--- src/verilog/pmc_params.svh ---
`ifndef PMC_PARAMS_SVH
`define PMC_PARAMS_SVH

// =====================================================================
// register byte offsets
`define PMC_OFF_CTRL_STAT   8'h00
`define PMC_OFF_STROBE_WAIT 8'h04
`define PMC_OFF_ADDR_EN     8'h08
`define PMC_OFF_CS1_CFG     8'h0C
`define PMC_OFF_CS2_CFG     8'h10
`define PMC_OFF_MODE        8'h14
`define PMC_OFF_CMD         8'h18
`define PMC_OFF_ADDR        8'h1C
`define PMC_OFF_RDATA       8'h20

// =====================================================================
// parallel_control_status fields
`define PMC_CS_BUSY         15
`define PMC_CS_ERROR        13
`define PMC_CS_TIMEOUT      12
`define PMC_CS_RESERVED_UPPER_ADDRESS_LSB    0
`define PMC_CS_RESET        16'h0000

// parallel_strobe_wait_config fields
`define PMC_SW_WREN         15
`define PMC_SW_RDEN         14
`define PMC_SW_BE1EN        13
`define PMC_SW_BE0EN        12
`define PMC_SW_AWAIT_LSB    9
`define PMC_SW_AHOLD        8
`define PMC_SW_MASK         16'hF700
`define PMC_SW_RESET        16'h0000

// parallel_address_pin_enable
`define PMC_AE_MASK         16'h7FFF
`define PMC_AE_RESET        16'h0000

// chip_select_config fields
`define PMC_CF_DIS          15
`define PMC_CF_POL          14
`define PMC_CF_PEN          13
`define PMC_CF_BEP          12
`define PMC_CF_WRITE_STROBE_POLARITY         10
`define PMC_CF_READ_STROBE_POLARITY         9
`define PMC_CF_SM           8
`define PMC_CF_ACK_POLARITY         7
`define PMC_CF_SZ_LSB       5
`define PMC_CF_MASK         16'hF7E0
`define PMC_CF_RESET        16'h0000

// port mode register fields
`define PMC_MD_MODE_LSB     0
`define PMC_MD_ACKM_LSB     2
`define PMC_MD_TLIM_LSB     8
`define PMC_MD_MASK         16'hFF0F
`define PMC_MD_RESET        16'h0000

// command register fields
`define PMC_CMD_WRITE       8
`define PMC_CMD_CS2         9

// =====================================================================
// encodings
`define PMC_MODE_MASTER     2'h3
`define PMC_SZ_8BIT         2'h0
`define PMC_SZ_4BIT         2'h1
`define PMC_ACKM_NONE       2'h0
`define PMC_ACKM_TMO        2'h1
`define PMC_ACKM_ACK        2'h2
`define PMC_TLIM_MAX        8'hFF

// =====================================================================
// timing
`define PMC_CLK_NS          50
`define PMC_TCY_NS          200
`define PMC_QTR_CYCLES      ((`PMC_TCY_NS / 4) / `PMC_CLK_NS)
`define PMC_AHOLD_SHORT_Q   1
`define PMC_AHOLD_LONG_Q    5
`define PMC_DATA_WR_Q       2
`define PMC_DATA_RD_Q       3

`endif

--- src/verilog/pmc_pkg.sv ---
package pmc_pkg;

  typedef enum logic [2:0] {
    PMC_IDLE,
    PMC_ADDR,
    PMC_AHOLD,
    PMC_DATA,
    PMC_ACK
  } pmc_state_e;

endpackage

--- src/verilog/pmc_port_config.sv ---
`include "pmc_params.svh"

// How it works
// busy flag bit 15 is high while a transaction runs
// error flag bit 13 sets when an illegal transaction is requested
// time-out flag bit 12 sets when acknowledge never arrives in time
// busy is hardware only; error and time-out clear by software write
// zero reserved upper address lets chip select 2 reach the top address
// write/enable strobe pin belongs to the port when its enable is set
// read or read/write strobe pin belongs to the port when enabled
// high and low lane enable pins each have their own pin enable
// latch strobe width is one half plus whole cycles per code
// address hold after latch is one quarter or five quarters
// address pin fourteen joins the port when its enable is set
// address pins thirteen to three each join the port when enabled
// address pins two to zero carry address or latch strobes when enabled; here pin 0 carries the latch strobe and pins 2 and 1 drive low
// a set disable bit turns its chip select off
// chip select polarity bit chooses active high or active low
// chip select pin enable hands that pin to the port
// lane enable polarity per chip select applies to both lane pins
// strobe style picks read/write strobes or direction plus enable
// write polarity bit sets write strobe or enable strobe polarity
// read polarity bit sets read strobe or direction polarity
// acknowledge input polarity per chip select; far end drives that level
// bus width code 00 is eight bits, 01 four bits, others reserved
// mode code 11 is master; transactions run only in master mode
// with time-out mode, missing acknowledge ends transfer within limit
// phases are timed on a quarter instruction cycle grid
module pmc_port_config (
  input  wire  logic        pclk,
  input  wire  logic        presetn,
  input  wire  logic        psel,
  input  wire  logic        penable,
  input  wire  logic        pwrite,
  input  wire  logic [7:0]  paddr,
  input  wire  logic [31:0] pwdata,
  output logic       [31:0] prdata,
  output logic              pready,
  output logic              pslverr,
  output logic              write_strobe_pin_o,
  output logic              write_strobe_pin_oe,
  output logic              read_strobe_pin_o,
  output logic              read_strobe_pin_oe,
  output logic              low_lane_enable_out_o,
  output logic              low_lane_enable_out_oe,
  output logic              high_lane_enable_out_o,
  output logic              high_lane_enable_out_oe,
  output logic       [14:0] address_pins_o,
  output logic       [14:0] address_pins_oe,
  output logic       [1:0]  select_pin_o,
  output logic       [1:0]  select_pin_oe,
  output logic       [7:0]  data_pins_o,
  output logic       [7:0]  data_pins_oe,
  input  wire  logic [7:0]  data_pins_i,
  input  wire  logic [1:0]  ack_input
);

  // ===================================================================
  // registers
  logic [15:0]          ctrl_stat;
  logic [15:0]          strobe_cfg;
  logic [15:0]          addr_en;
  logic [15:0]          cs_cfg [2];
  logic [15:0]          mode_reg;
  logic [23:0]          xfer_addr;
  logic [7:0]           xfer_wdata;
  logic                 xfer_write;
  logic                 xfer_cs2;
  logic [7:0]           rdata;
  pmc_pkg::pmc_state_e  state;
  pmc_pkg::pmc_state_e  next_state;
  logic [9:0]           qcnt;
  logic [9:0]           next_qcnt;

  // ===================================================================
  // apb decode
  wire        setup_rd   = psel & ~penable & ~pwrite;
  wire        acc_wr     = psel & penable & pwrite;
  wire        hit_stat   = (paddr == `PMC_OFF_CTRL_STAT);
  wire        hit_strobe = (paddr == `PMC_OFF_STROBE_WAIT);
  wire        hit_addren = (paddr == `PMC_OFF_ADDR_EN);
  wire        hit_cs1    = (paddr == `PMC_OFF_CS1_CFG);
  wire        hit_cs2    = (paddr == `PMC_OFF_CS2_CFG);
  wire        hit_mode   = (paddr == `PMC_OFF_MODE);
  wire        hit_cmd    = (paddr == `PMC_OFF_CMD);
  wire        hit_addr   = (paddr == `PMC_OFF_ADDR);
  wire        hit_rdata  = (paddr == `PMC_OFF_RDATA);
  wire        mapped     = hit_stat | hit_strobe | hit_addren | hit_cs1 | hit_cs2 |
                           hit_mode | hit_cmd | hit_addr | hit_rdata;
  wire [15:0] wr16       = pwdata[15:0];

  assign pready  = 1'b1;
  assign pslverr = psel & penable & ~mapped;

  // ===================================================================
  // configuration fields
  wire        busy       = (state != pmc_pkg::PMC_IDLE);
  wire [1:0]  port_mode  = mode_reg[`PMC_MD_MODE_LSB +: 2];
  wire [1:0]  ack_mode   = mode_reg[`PMC_MD_ACKM_LSB +: 2];
  wire [7:0]  tlim_raw   = mode_reg[`PMC_MD_TLIM_LSB +: 8];
  wire [7:0]  tlim       = (tlim_raw == 8'h00) ? `PMC_TLIM_MAX : tlim_raw;
  wire [7:0]  reserved_upper_address      = ctrl_stat[`PMC_CS_RESERVED_UPPER_ADDRESS_LSB +: 8];
  wire        master     = (port_mode == `PMC_MODE_MASTER);

  // selected chip select for a new command (from write data) and current one
  wire        req_cs2    = wr16[`PMC_CMD_CS2];
  wire [15:0] req_cfg    = req_cs2 ? cs_cfg[1] : cs_cfg[0];
  wire [15:0] cur_cfg    = xfer_cs2 ? cs_cfg[1] : cs_cfg[0];
  wire [1:0]  req_sz     = req_cfg[`PMC_CF_SZ_LSB +: 2];
  wire [1:0]  cur_sz     = cur_cfg[`PMC_CF_SZ_LSB +: 2];
  wire        cur_sm     = cur_cfg[`PMC_CF_SM];

  // ===================================================================
  // command check
  wire        cmd_wr     = acc_wr & hit_cmd;
  // reserved space check
  wire        in_rsvd    = req_cs2 & (reserved_upper_address != 8'h00) & (xfer_addr[23:16] >= reserved_upper_address);
  // reserved widths
  wire        bad_size   = (req_sz != `PMC_SZ_8BIT) & (req_sz != `PMC_SZ_4BIT);
  // disabled select
  wire        cs_off     = req_cfg[`PMC_CF_DIS];
  // master only
  wire        illegal    = ~master | busy | cs_off | bad_size | in_rsvd |
                           (ack_mode == 2'h3);
  wire        start      = cmd_wr & ~illegal;

  // ===================================================================
  // input synchronisers: ack and data pins
  wire  [9:0] syf;
  wire  [9:0] raw_in = {ack_input, data_pins_i};

  genvar gi;
  generate
    for (gi = 0; gi < 10; gi = gi + 1) begin : g_sync
      logic sy1;
      logic sy2;
      logic sy3;
      logic syk;
      assign syf[gi] = syk;
      always_ff @(posedge pclk or negedge presetn) begin
        if (!presetn) begin
          sy1 <= 1'b0;
          sy2 <= 1'b0;
          sy3 <= 1'b0;
          syk <= 1'b0;
        end else begin
          sy1 <= raw_in[gi];
          sy2 <= sy1;
          sy3 <= sy2;
          if (sy2 == sy3) begin
            syk <= sy3;
          end
        end
      end
    end
  endgenerate

  wire [7:0] data_sync = syf[7:0];
  wire       ack_raw   = xfer_cs2 ? syf[9] : syf[8];
  // ack polarity
  wire       ack_seen  = (ack_raw == cur_cfg[`PMC_CF_ACK_POLARITY]);

  // ===================================================================
  // phase lengths in pclk cycles
  // quarter grid
  // latch strobe width
  wire [9:0] aw_q     = 10'(2 + 4 * strobe_cfg[`PMC_SW_AWAIT_LSB +: 2]);
  // address hold
  wire [9:0] ah_q     = strobe_cfg[`PMC_SW_AHOLD] ? 10'(`PMC_AHOLD_LONG_Q)
                                                  : 10'(`PMC_AHOLD_SHORT_Q);
  wire [9:0] dt_q     = xfer_write ? 10'(`PMC_DATA_WR_Q) : 10'(`PMC_DATA_RD_Q);
  wire [9:0] aw_len   = 10'(aw_q * `PMC_QTR_CYCLES);
  wire [9:0] ah_len   = 10'(ah_q * `PMC_QTR_CYCLES);
  wire [9:0] dt_len   = 10'(dt_q * `PMC_QTR_CYCLES);
  wire [9:0] tmo_len  = 10'(tlim * 4 * `PMC_QTR_CYCLES);
  wire       last_q   = (next_qcnt == 10'h000);
  wire       use_ack  = (ack_mode != `PMC_ACKM_NONE);
  wire       timed    = (ack_mode == `PMC_ACKM_TMO);
  wire       tmo_hit  = (state == pmc_pkg::PMC_ACK) & ~ack_seen & timed &
                        (qcnt == tmo_len - 10'h001);
  wire       finish   = ((state == pmc_pkg::PMC_DATA) & (qcnt == dt_len - 10'h001) &
                         ~use_ack) |
                        ((state == pmc_pkg::PMC_ACK) & ack_seen) | tmo_hit;

  // ===================================================================
  // sequencer
  always_comb begin
    next_state = state;
    next_qcnt  = qcnt + 10'h001;
    case (state)
      pmc_pkg::PMC_IDLE: begin
        next_qcnt = 10'h000;
        if (start) begin
          next_state = pmc_pkg::PMC_ADDR;
        end
      end
      pmc_pkg::PMC_ADDR: begin
        if (qcnt == aw_len - 10'h001) begin
          next_state = pmc_pkg::PMC_AHOLD;
          next_qcnt  = 10'h000;
        end
      end
      pmc_pkg::PMC_AHOLD: begin
        if (qcnt == ah_len - 10'h001) begin
          next_state = pmc_pkg::PMC_DATA;
          next_qcnt  = 10'h000;
        end
      end
      pmc_pkg::PMC_DATA: begin
        if (qcnt == dt_len - 10'h001) begin
          next_state = use_ack ? pmc_pkg::PMC_ACK : pmc_pkg::PMC_IDLE;
          next_qcnt  = 10'h000;
        end
      end
      pmc_pkg::PMC_ACK: begin
        // ack or time-out
        if (ack_seen || tmo_hit) begin
          next_state = pmc_pkg::PMC_IDLE;
          next_qcnt  = 10'h000;
        end
      end
      default: begin
        next_state = pmc_pkg::PMC_IDLE;
        next_qcnt  = 10'h000;
      end
    endcase
  end

  always_ff @(posedge pclk or negedge presetn) begin
    if (!presetn) begin
      state <= pmc_pkg::PMC_IDLE;
      qcnt  <= 10'h000;
    end else begin
      state <= next_state;
      qcnt  <= next_qcnt;
    end
  end

  // ===================================================================
  // status register
  // error set
  wire set_err  = cmd_wr & illegal;
  // time-out set
  wire set_tmo  = tmo_hit;
  wire wr_stat  = acc_wr & hit_stat;
  // software clears by writing one, a same-cycle set wins
  wire next_err = set_err | (ctrl_stat[`PMC_CS_ERROR] & ~(wr_stat & wr16[`PMC_CS_ERROR]));
  wire next_tmo = set_tmo |
                  (ctrl_stat[`PMC_CS_TIMEOUT] & ~(wr_stat & wr16[`PMC_CS_TIMEOUT]));

  always_ff @(posedge pclk or negedge presetn) begin
    if (!presetn) begin
      ctrl_stat <= `PMC_CS_RESET;
    end else begin
      ctrl_stat[`PMC_CS_ERROR]   <= next_err;
      ctrl_stat[`PMC_CS_TIMEOUT] <= next_tmo;
      if (wr_stat) begin
        ctrl_stat[`PMC_CS_RESERVED_UPPER_ADDRESS_LSB +: 8] <= wr16[7:0];
      end
    end
  end

  // ===================================================================
  // configuration registers
  always_ff @(posedge pclk or negedge presetn) begin
    if (!presetn) begin
      strobe_cfg <= `PMC_SW_RESET;
      addr_en    <= `PMC_AE_RESET;
      cs_cfg[0]  <= `PMC_CF_RESET;
      cs_cfg[1]  <= `PMC_CF_RESET;
      mode_reg   <= `PMC_MD_RESET;
      xfer_addr  <= 24'h000000;
    end else if (acc_wr) begin
      if (hit_strobe) strobe_cfg <= wr16 & `PMC_SW_MASK;
      if (hit_addren) addr_en    <= wr16 & `PMC_AE_MASK;
      if (hit_cs1)    cs_cfg[0]  <= wr16 & `PMC_CF_MASK;
      if (hit_cs2)    cs_cfg[1]  <= wr16 & `PMC_CF_MASK;
      if (hit_mode)   mode_reg   <= wr16 & `PMC_MD_MASK;
      if (hit_addr && !busy) xfer_addr <= pwdata[23:0];
    end
  end

  always_ff @(posedge pclk or negedge presetn) begin
    if (!presetn) begin
      xfer_wdata <= 8'h00;
      xfer_write <= 1'b0;
      xfer_cs2   <= 1'b0;
      rdata      <= 8'h00;
    end else begin
      if (start) begin
        xfer_wdata <= wr16[7:0];
        xfer_write <= wr16[`PMC_CMD_WRITE];
        xfer_cs2   <= req_cs2;
      end
      if (finish && !xfer_write) begin
        rdata <= (cur_sz == `PMC_SZ_4BIT) ? {4'h0, data_sync[3:0]} : data_sync;
      end
    end
  end

  // ===================================================================
  // read data
  // busy in status
  wire [15:0] stat_rd = {busy, 1'b0, ctrl_stat[`PMC_CS_ERROR], ctrl_stat[`PMC_CS_TIMEOUT],
                         4'h0, reserved_upper_address};
  wire [15:0] rd_mux  = hit_stat   ? stat_rd    :
                        hit_strobe ? strobe_cfg :
                        hit_addren ? addr_en    :
                        hit_cs1    ? cs_cfg[0]  :
                        hit_cs2    ? cs_cfg[1]  :
                        hit_mode   ? mode_reg   :
                        hit_rdata  ? {8'h00, rdata} : 16'h0000;
  wire [31:0] rd_word = hit_addr ? {8'h00, xfer_addr} : {16'h0000, rd_mux};

  always_ff @(posedge pclk or negedge presetn) begin
    if (!presetn) begin
      prdata <= 32'h0000_0000;
    end else if (setup_rd) begin
      prdata <= rd_word;
    end
  end

  // ===================================================================
  // pin levels
  wire in_addr  = (state == pmc_pkg::PMC_ADDR);
  wire in_data  = (state == pmc_pkg::PMC_DATA) | (state == pmc_pkg::PMC_ACK);
  wire wr_act   = in_data & xfer_write;
  wire rd_act   = in_data & ~xfer_write;
  // strobe style
  // write or enable polarity
  wire nx_wr    = (master & cur_sm) ? ~(in_data ^ cur_cfg[`PMC_CF_WRITE_STROBE_POLARITY])
                                    : ~(wr_act ^ cur_cfg[`PMC_CF_WRITE_STROBE_POLARITY]);
  // read or direction polarity
  wire nx_rd    = (master & cur_sm) ? ~(~xfer_write ^ cur_cfg[`PMC_CF_READ_STROBE_POLARITY])
                                    : ~(rd_act ^ cur_cfg[`PMC_CF_READ_STROBE_POLARITY]);
  // lane polarity
  wire lane_enable_polarity      = cur_cfg[`PMC_CF_BEP];
  wire nx_be0   = ~(in_data ^ lane_enable_polarity);
  wire nx_be1   = ~((in_data & (cur_sz == `PMC_SZ_8BIT)) ^ lane_enable_polarity);
  // select polarity
  wire [1:0] sel_act = {busy & xfer_cs2, busy & ~xfer_cs2};
  wire [1:0] nx_sel  = {~(sel_act[1] ^ cs_cfg[1][`PMC_CF_POL]),
                        ~(sel_act[0] ^ cs_cfg[0][`PMC_CF_POL])};
  // select pin ownership; R14 - disabled select releases it
  wire [1:0] nx_sel_oe = {cs_cfg[1][`PMC_CF_PEN] & ~cs_cfg[1][`PMC_CF_DIS],
                          cs_cfg[0][`PMC_CF_PEN] & ~cs_cfg[0][`PMC_CF_DIS]};
  // pin 0 carries the address latch strobe during the address phase, pins 2 and 1 drive low
  wire [14:0] nx_addr = {xfer_addr[14:3], 2'b00, in_addr};
  // data pins: low address byte in address phase, write data in data phase
  wire [7:0] nx_dat   = in_addr ? xfer_addr[7:0] : xfer_wdata;
  wire [7:0] sz_mask  = (cur_sz == `PMC_SZ_4BIT) ? 8'h0F : 8'hFF;
  wire [7:0] nx_dat_oe = ((in_addr | wr_act) & master) ? sz_mask : 8'h00;

  always_ff @(posedge pclk or negedge presetn) begin
    if (!presetn) begin
      write_strobe_pin_o      <= 1'b0;
      write_strobe_pin_oe     <= 1'b0;
      read_strobe_pin_o       <= 1'b0;
      read_strobe_pin_oe      <= 1'b0;
      low_lane_enable_out_o   <= 1'b0;
      low_lane_enable_out_oe  <= 1'b0;
      high_lane_enable_out_o  <= 1'b0;
      high_lane_enable_out_oe <= 1'b0;
      address_pins_o          <= 15'h0000;
      address_pins_oe         <= 15'h0000;
      select_pin_o            <= 2'h0;
      select_pin_oe           <= 2'h0;
      data_pins_o             <= 8'h00;
      data_pins_oe            <= 8'h00;
    end else begin
      write_strobe_pin_o      <= nx_wr;
      // write pin enable
      write_strobe_pin_oe     <= strobe_cfg[`PMC_SW_WREN];
      read_strobe_pin_o       <= nx_rd;
      // read pin enable
      read_strobe_pin_oe      <= strobe_cfg[`PMC_SW_RDEN];
      low_lane_enable_out_o   <= nx_be0;
      // lane pin enables
      low_lane_enable_out_oe  <= strobe_cfg[`PMC_SW_BE0EN];
      high_lane_enable_out_o  <= nx_be1;
      high_lane_enable_out_oe <= strobe_cfg[`PMC_SW_BE1EN];
      address_pins_o          <= nx_addr;
      // pin 14 enable; R12 - pins 13..3 enable
      address_pins_oe         <= addr_en[14:0];
      select_pin_o            <= nx_sel;
      select_pin_oe           <= nx_sel_oe;
      data_pins_o             <= nx_dat;
      data_pins_oe            <= nx_dat_oe;
    end
  end

endmodule // pmc_port_config
--- config.mk ---
export PLATFORM = sky130hd
export DESIGN_NAME = pmc_port_config
export DESIGN_NICKNAME = d
export VERILOG_FILES = /design/src/verilog/pmc_pkg.sv /design/src/verilog/pmc_port_config.sv
export VERILOG_INCLUDE_DIRS = /design/src /design/src/verilog
export SDC_FILE = /design/constraint.sdc
export NUM_CORES = 1
export LEC_CHECK = 0
export BUFFER_PORTS_ARGS = -buffer_cell sky130_fd_sc_hd__buf_2
export CORE_MARGIN = 4
export CORE_UTILIZATION = 35
export DETAILED_ROUTE_END_ITERATION = 8
export SLEW_MARGIN = 10
export SYNTH_ARGS = -nofsm -noshare
export SYNTH_HDL_FRONTEND = slang
export SYNTH_SLANG_ARGS = --single-unit
--- constraint.sdc ---
create_clock -name pclk -period 3.1 [get_ports pclk]
set_input_delay 0.155 -clock pclk [delete_from_list [all_inputs] [get_ports pclk]]
set_output_delay 0.155 -clock pclk [all_outputs]
set_load 0.01 [all_outputs]
## Yosys cells after proc, flatten, opt, wreduce, memory -nomap -nowiden

Index checks and enable logic that the tools add are counted.

| storage, ports and cells | value |
|---|---|
| output and inout bits | 92 |
| logic and storage cells | 244 |
| bits in registers | 247 |

| cells by class | value |
|---|---|
| reductions and logical operators | 20 |
| bitwise operators | 79 |
| $add $sub $neg | 6 |
| multiplexer cells | 32 |
| order comparisons | 1 |
| equal/unequal tests | 37 |

Operator list:

| kind | number |
|---|---|
| 2-to-1 mux 16 bit | 7 |
| 2-to-1 mux 8 bit | 6 |
| equality test 10 bit | 4 |
| 2-to-1 mux 10 bit | 4 |
| case mux 10 bit (4 select lines) | 1 |
| equality test 8 x 5 -> 1 bit, second input constant | 4 |
| AND 1 bit | 31 |
| 2-to-1 mux 24 bit | 1 |
| 2-to-1 mux 3 bit | 7 |
| NOT 1 bit | 21 |
| OR 1 bit | 19 |
| equality test 8 x 4 -> 1 bit, second input constant | 2 |
| zero test 8 bit | 2 |
| case mux 3 bit (5 select lines) | 1 |
| 2-to-1 mux 13 bit | 1 |
| AND reduction 2 bit | 6 |
| equality test 1 bit | 11 |
| adder 10 x 1 -> 10 bit, second input constant | 1 |
| subtractor 10 x 1 -> 10 bit, second input constant | 1 |
| equality test 8 x 3 -> 1 bit, second input constant | 1 |
| equality test 8 x 6 -> 1 bit, second input constant | 1 |
| greater-or-equal comparator 8 bit | 1 |
| inequality test 2 x 1 -> 1 bit, second input constant | 4 |
| nonzero test 8 bit | 1 |
| 20 further kinds | 37 |

## Longest topological paths before layout

| logic depth | value |
|---|---|
| word-level depth | 11 |
| gate-level depth with buffers | 12 |
| mapped depth without buffers | 11 |

## Worst setup path after synthesis

OpenSTA, ideal clock, no wires.

| timing | value |
|---|---|
| path type | register to register |
| start point | register mode_reg[10] |
| end point | register rdata[0] |
| path buffers | 1 |
| slack | 96 ps |
| cell stages (with the launch flop) | 11 |
| data required time | 2975 ps |
| data arrival time | 2879 ps |
| path through | dfrtp_1 -> buf_2 -> or4_4 -> o21ba_2 -> ha_1 -> xor2_1 -> nand4b_1 -> nor4_4 -> o2111ai_4 -> a21oi_4 -> mux2_4 |

| on the way | value |
|---|---|
| word-level cells in the longest chain between the ends | 7 |

RTL lines:

| element | RTL line | source |
|---|---|---|
| start: declaration | pmc_port_config.sv:64 | `logic [15:0] mode_reg;` |
| start signal: assignment | pmc_port_config.sv:271 | `` mode_reg <= `PMC_MD_RESET; `` |
| start signal: assignment | pmc_port_config.sv:278 | `` if (hit_mode) mode_reg <= wr16 & `PMC_MD_MASK; `` |
| zero test 8 bit | pmc_port_config.sv:101 | `` wire [7:0] tlim = (tlim_raw == 8'h00) ? `PMC_TLIM_MAX : tlim_raw; `` |
| 2-to-1 mux 8 bit (*) | pmc_port_config.sv:101 |  |
| subtractor 10 x 1 -> 10 bit (*) | pmc_port_config.sv:180 | `(qcnt == tmo_len - 10'h001);` |
| equality test 10 bit (*) | pmc_port_config.sv:180 |  |
| AND 1 bit (*) | pmc_port_config.sv:179 | `wire tmo_hit = (state == pmc_pkg::PMC_ACK) & ~ack_seen & timed &` |
| OR 1 bit (*) | pmc_port_config.sv:183 | `((state == pmc_pkg::PMC_ACK) & ack_seen) \| tmo_hit;` |
| logical AND 1 bit (*) | pmc_port_config.sv:295 | `if (finish && !xfer_write) begin` |
| end signal: assignment | pmc_port_config.sv:296 | `` rdata <= (cur_sz == `PMC_SZ_4BIT) ? {4'h0, data_sync[3:0]} : data_sync; `` |
| end: declaration | pmc_port_config.sv:69 | `logic [7:0] rdata;` |

Mark *: on every way between the ends. The rest lies on a longest branch, timed or not.
A chain may end at the register's enable or synchronous reset.

## Worst setup path after layout

| timing | value |
|---|---|
| start point | register mode_reg[15] |
| end point | register rdata[0] |

The elaborated chain is that of the path after synthesis.

==> impl_metrics.env <==
export IMPL_post_cts_buffers=0
export IMPL_ys_ff_latch=233
export IMPL_drive_gt1_share_pct=33.3
export IMPL_syn_avg_cell_area_sq_um=12.5
export IMPL_vias=6561
export IMPL_p_sw_share_pct=25.5
export IMPL_worst_setup_path_end_kind="flip-flop"
export IMPL_fin_nets=1027
export IMPL_grt_usage_pct=15.8
export IMPL_hpwl_um=17400
export IMPL_finalHoldViolations=0
export IMPL_fmax_mhz=338
export IMPL_p_sw_mw=1.84
export IMPL_clock_latency_ns=0.54
export IMPL_num_antenna_cells=0
export IMPL_dp_cells=1268
export IMPL_viasPerCell=4.85
export IMPL_grt_ovfl_total=0
export IMPL_placementRows=60
export IMPL_antenna_found_initial=1
export IMPL_rsz0062_at_grt="false"
export IMPL_postRouteAntennaNets=0
export IMPL_htree_levels=1
export IMPL_startpoint_type="flip-flop"
export IMPL_dpl_worst_slack_ns=0.0400
export IMPL_syn_inst=782
export IMPL_yosysSeqAreaShare_pct=59.5
export IMPL_clkPwrFrac_pct=42.3
export IMPL_multi_input_area_sq_mm=0.00366
export IMPL_drtPass1Iterations=5
export IMPL_skew_ns=0.0220
export IMPL_fp_dieH_um=175
export IMPL_ys_flop_type="dfrtp_1"
export IMPL_synth_cell_types=66
export IMPL_crit_arrival_ns=3.39
export IMPL_drt_total_wl_um=24600
export IMPL_grt_max_degree=81
export IMPL_r2r_slack_ns=0.14
export IMPL_place_area_sq_mm=0.0109
export IMPL_maxSlewViolCount=0
export IMPL_status="finished, final reports clean"
export IMPL_port_buffers=127
export IMPL_cts_buffer_depth=3
export IMPL_path_clk_slew_ns=0.06
export IMPL_die_width_um=175
export IMPL_max_slew_margin_pct=51.2
export IMPL_finalSetupViolations=0
export IMPL_vdd_drop_max_mv=0.355
export IMPL_pwr_share_seq_pct=46.3
export IMPL_ff_latch_area_sq_mm=0.00583
export IMPL_max_cap_viol_count=0
export IMPL_core_sq_mm=0.0273
export IMPL_fillers=2545
export IMPL_cts_sinks=233
export IMPL_fin_ws_ns=0.139
export IMPL_hold_class="in2reg"
export IMPL_grt_pass1_vias=6694
export IMPL_cp_required_ns=3.53
export IMPL_yosysWarningCount=0
export IMPL_grt_pass1_wl_um=38500
export IMPL_drc_errors=0
export IMPL_internal_power_mw=5.39
export IMPL_worst_pin_slew_ns=0.731
export IMPL_p_per_area_mw_per_mm2=593
export IMPL_synth_async_reset_ratio_pct=100
export IMPL_worst_path_max_fanout=5
export IMPL_wire_per_inst_um=18.2
export IMPL_finalCriticalPeriod_ns=2.96
export IMPL_syn2layout_area_growth_pct=24.4
export IMPL_cts_tree="yes"
export IMPL_p_leak_nw=5.90
export IMPL_start_util_pct=35.9
export IMPL_period_share_pct=95.5
export IMPL_die_area_sq_mm=0.0307
export IMPL_drt_iter0_drc=392
export IMPL_io_pins=147
export IMPL_synth_area_sq_mm=0.00979
export IMPL_tns_ns=0
export IMPL_final_cell_area_sq_mm=0.0122
export IMPL_reg_top3="prdata (24), xfer_addr (24), cs_cfg (20)"
export IMPL_finalNonFillerCells=1352
export IMPL_root_buffer="clkbuf_16"
export IMPL_worstSetupPathType="reg2reg"
export IMPL_numCtsBuffers=26
export IMPL_combinationalPowerShare_pct=11.4
export IMPL_globalplace_congestion=0.853
export IMPL_synth_edf_count=0
-- cells by family (layout without fill, tap and decap cells) --
kind of cell             after synthesis  count (layout)  share of synthesized area (%)
adder cells (fa/ha/maj)               22              22                           2.56
other                                  2              11                         0.0767
AO/OA/AOI/OAI                        122             122                           8.43
XOR/XNOR                              30              30                           2.68
multiplexers                         113             113                           13.3
flip-flops                           233             233                           59.5
buffers and inverters                 74             263                           3.76
AND/OR/NAND/NOR                      186             186                           9.70
-- synth_stat cells (10+ instances only) --
master / count / share of area (%)
a21oi_1: 19 / 0.97
o21ai_0: 48 / 2.5
mux2_2: 93 / 11
nor2_1: 36 / 1.4
nand2_1: 69 / 2.6
ha_1: 12 / 1.5
nand3_1: 10 / 0.51
buf_4: 17 / 1.3
dfrtp_1: 233 / 60
mux2i_1: 10 / 1.0
mux2_4: 10 / 1.5
inv_1: 21 / 0.81
xor2_1: 15 / 1.3
maj3_1: 10 / 1.0
xnor2_1: 15 / 1.3
clkbuf_1: 25 / 0.96
nor3_1: 16 / 0.82
-- final timing paths --
path                                     startpoint  cells after the start                            to
setup / recovery           mode_reg[15]$_DFFE_PN0P_                     10          rdata[0]$_DFFE_PN0P_
hold / removal                             paddr[1]                      5        prdata[12]$_DFFE_PN0P_
setup reg to reg           mode_reg[15]$_DFFE_PN0P_                     10          rdata[0]$_DFFE_PN0P_
hold reg to reg             g_sync[8].sy1$_DFF_PN0_                      0       g_sync[8].sy2$_DFF_PN0_
max in group asynchronous                   presetn                      3       addr_en[13]$_DFFE_PN0P_
min in group asynchronous                   presetn                      2  address_pins_oe[9]$_DFF_PN0_
-- cells in the final DEF, fill, tap and decap left out, drive strengths merged, types with 5 or more instances in the layout --
master / instances
a22oi: 9
nand3b: 5
or3: 5
ha: 12
nand2: 70
xnor2: 15
mux2i: 10
a21oi: 20
maj3: 10
dlygate4sd3: 36
nor2: 37
clkinv: 5
nand3: 10
clkbuf: 36
nor3: 19
dfrtp: 233
mux2: 103
xor2: 15
inv: 22
o21ai: 48
a31oi: 7
a221oi: 6
conb: 11
nor4: 6
nor2b: 6
buf: 158
clkinvlp: 5
nand2b: 7
-- layer usage --
layer | vias to the layer above | global-route usage, % | routed length, um
li1 | 3087 | - | -
met5 | - | 0 | 7
met2 | 178 | 24.5 | 11400
met3 | 25 | 2.91 | 1630
met4 | 2 | 4.55 | 346
met1 | 3269 | 22.8 | 11300
-- critical path: stages (launching register included) --
cell       delay (ns)
dfrtp_1          0.37
or4_4            0.56
nor3_4           0.18
nor2_1           0.07
ha_1             0.25
nor3b_1          0.25
a31oi_1          0.08
o32ai_2          0.29
o2111ai_4        0.20
a21oi_4          0.28
mux2_4           0.32
-- final cells by class --
type | count | share of cell area [%]
sequential | 233 | 47.8
multi-input combinational | 484 | 30.0
timing repair buffer | 194 | 10.5
clock buffer | 36 | 6.22
tap | 372 | 3.82
clock inverter | 12 | 0.955
inverter | 21 | 0.647
-- power groups by stage --
stage / sequential [mW] / clock, mW / combinational (mW)
after floorplan: 3.36 / 0 / 0.469
after global placement: 3.39 / 0 / 0.793
after detailed placement: 3.40 / 0 / 0.799
after CTS: 3.34 / 3.14 / 0.838
after global routing: 3.37 / 3.26 / 0.912
final: 3.35 / 3.06 / 0.826
-- repair_timing --
action                     CTS  global route
hold endpoints to repair   167             0
hold buffers                36             0
resized for setup            0             3
setup endpoints to repair    0            18
-- through the flow --
stage | hold WS, ns | power [mW] | util, %
6_report | 0.0955 | 7.23 | 44.7
3_3_place_gp | 0.194 | 4.19 | 40.1
4_1_cts | 0.0765 | 7.32 | 44.6
3_5_place_dp | 0.193 | 4.20 | 40.1
5_1_grt | 0.114 | 7.54 | 44.7
2_1_floorplan | -0.141 | 3.83 | -
Power figures use the tool's default switching activity.
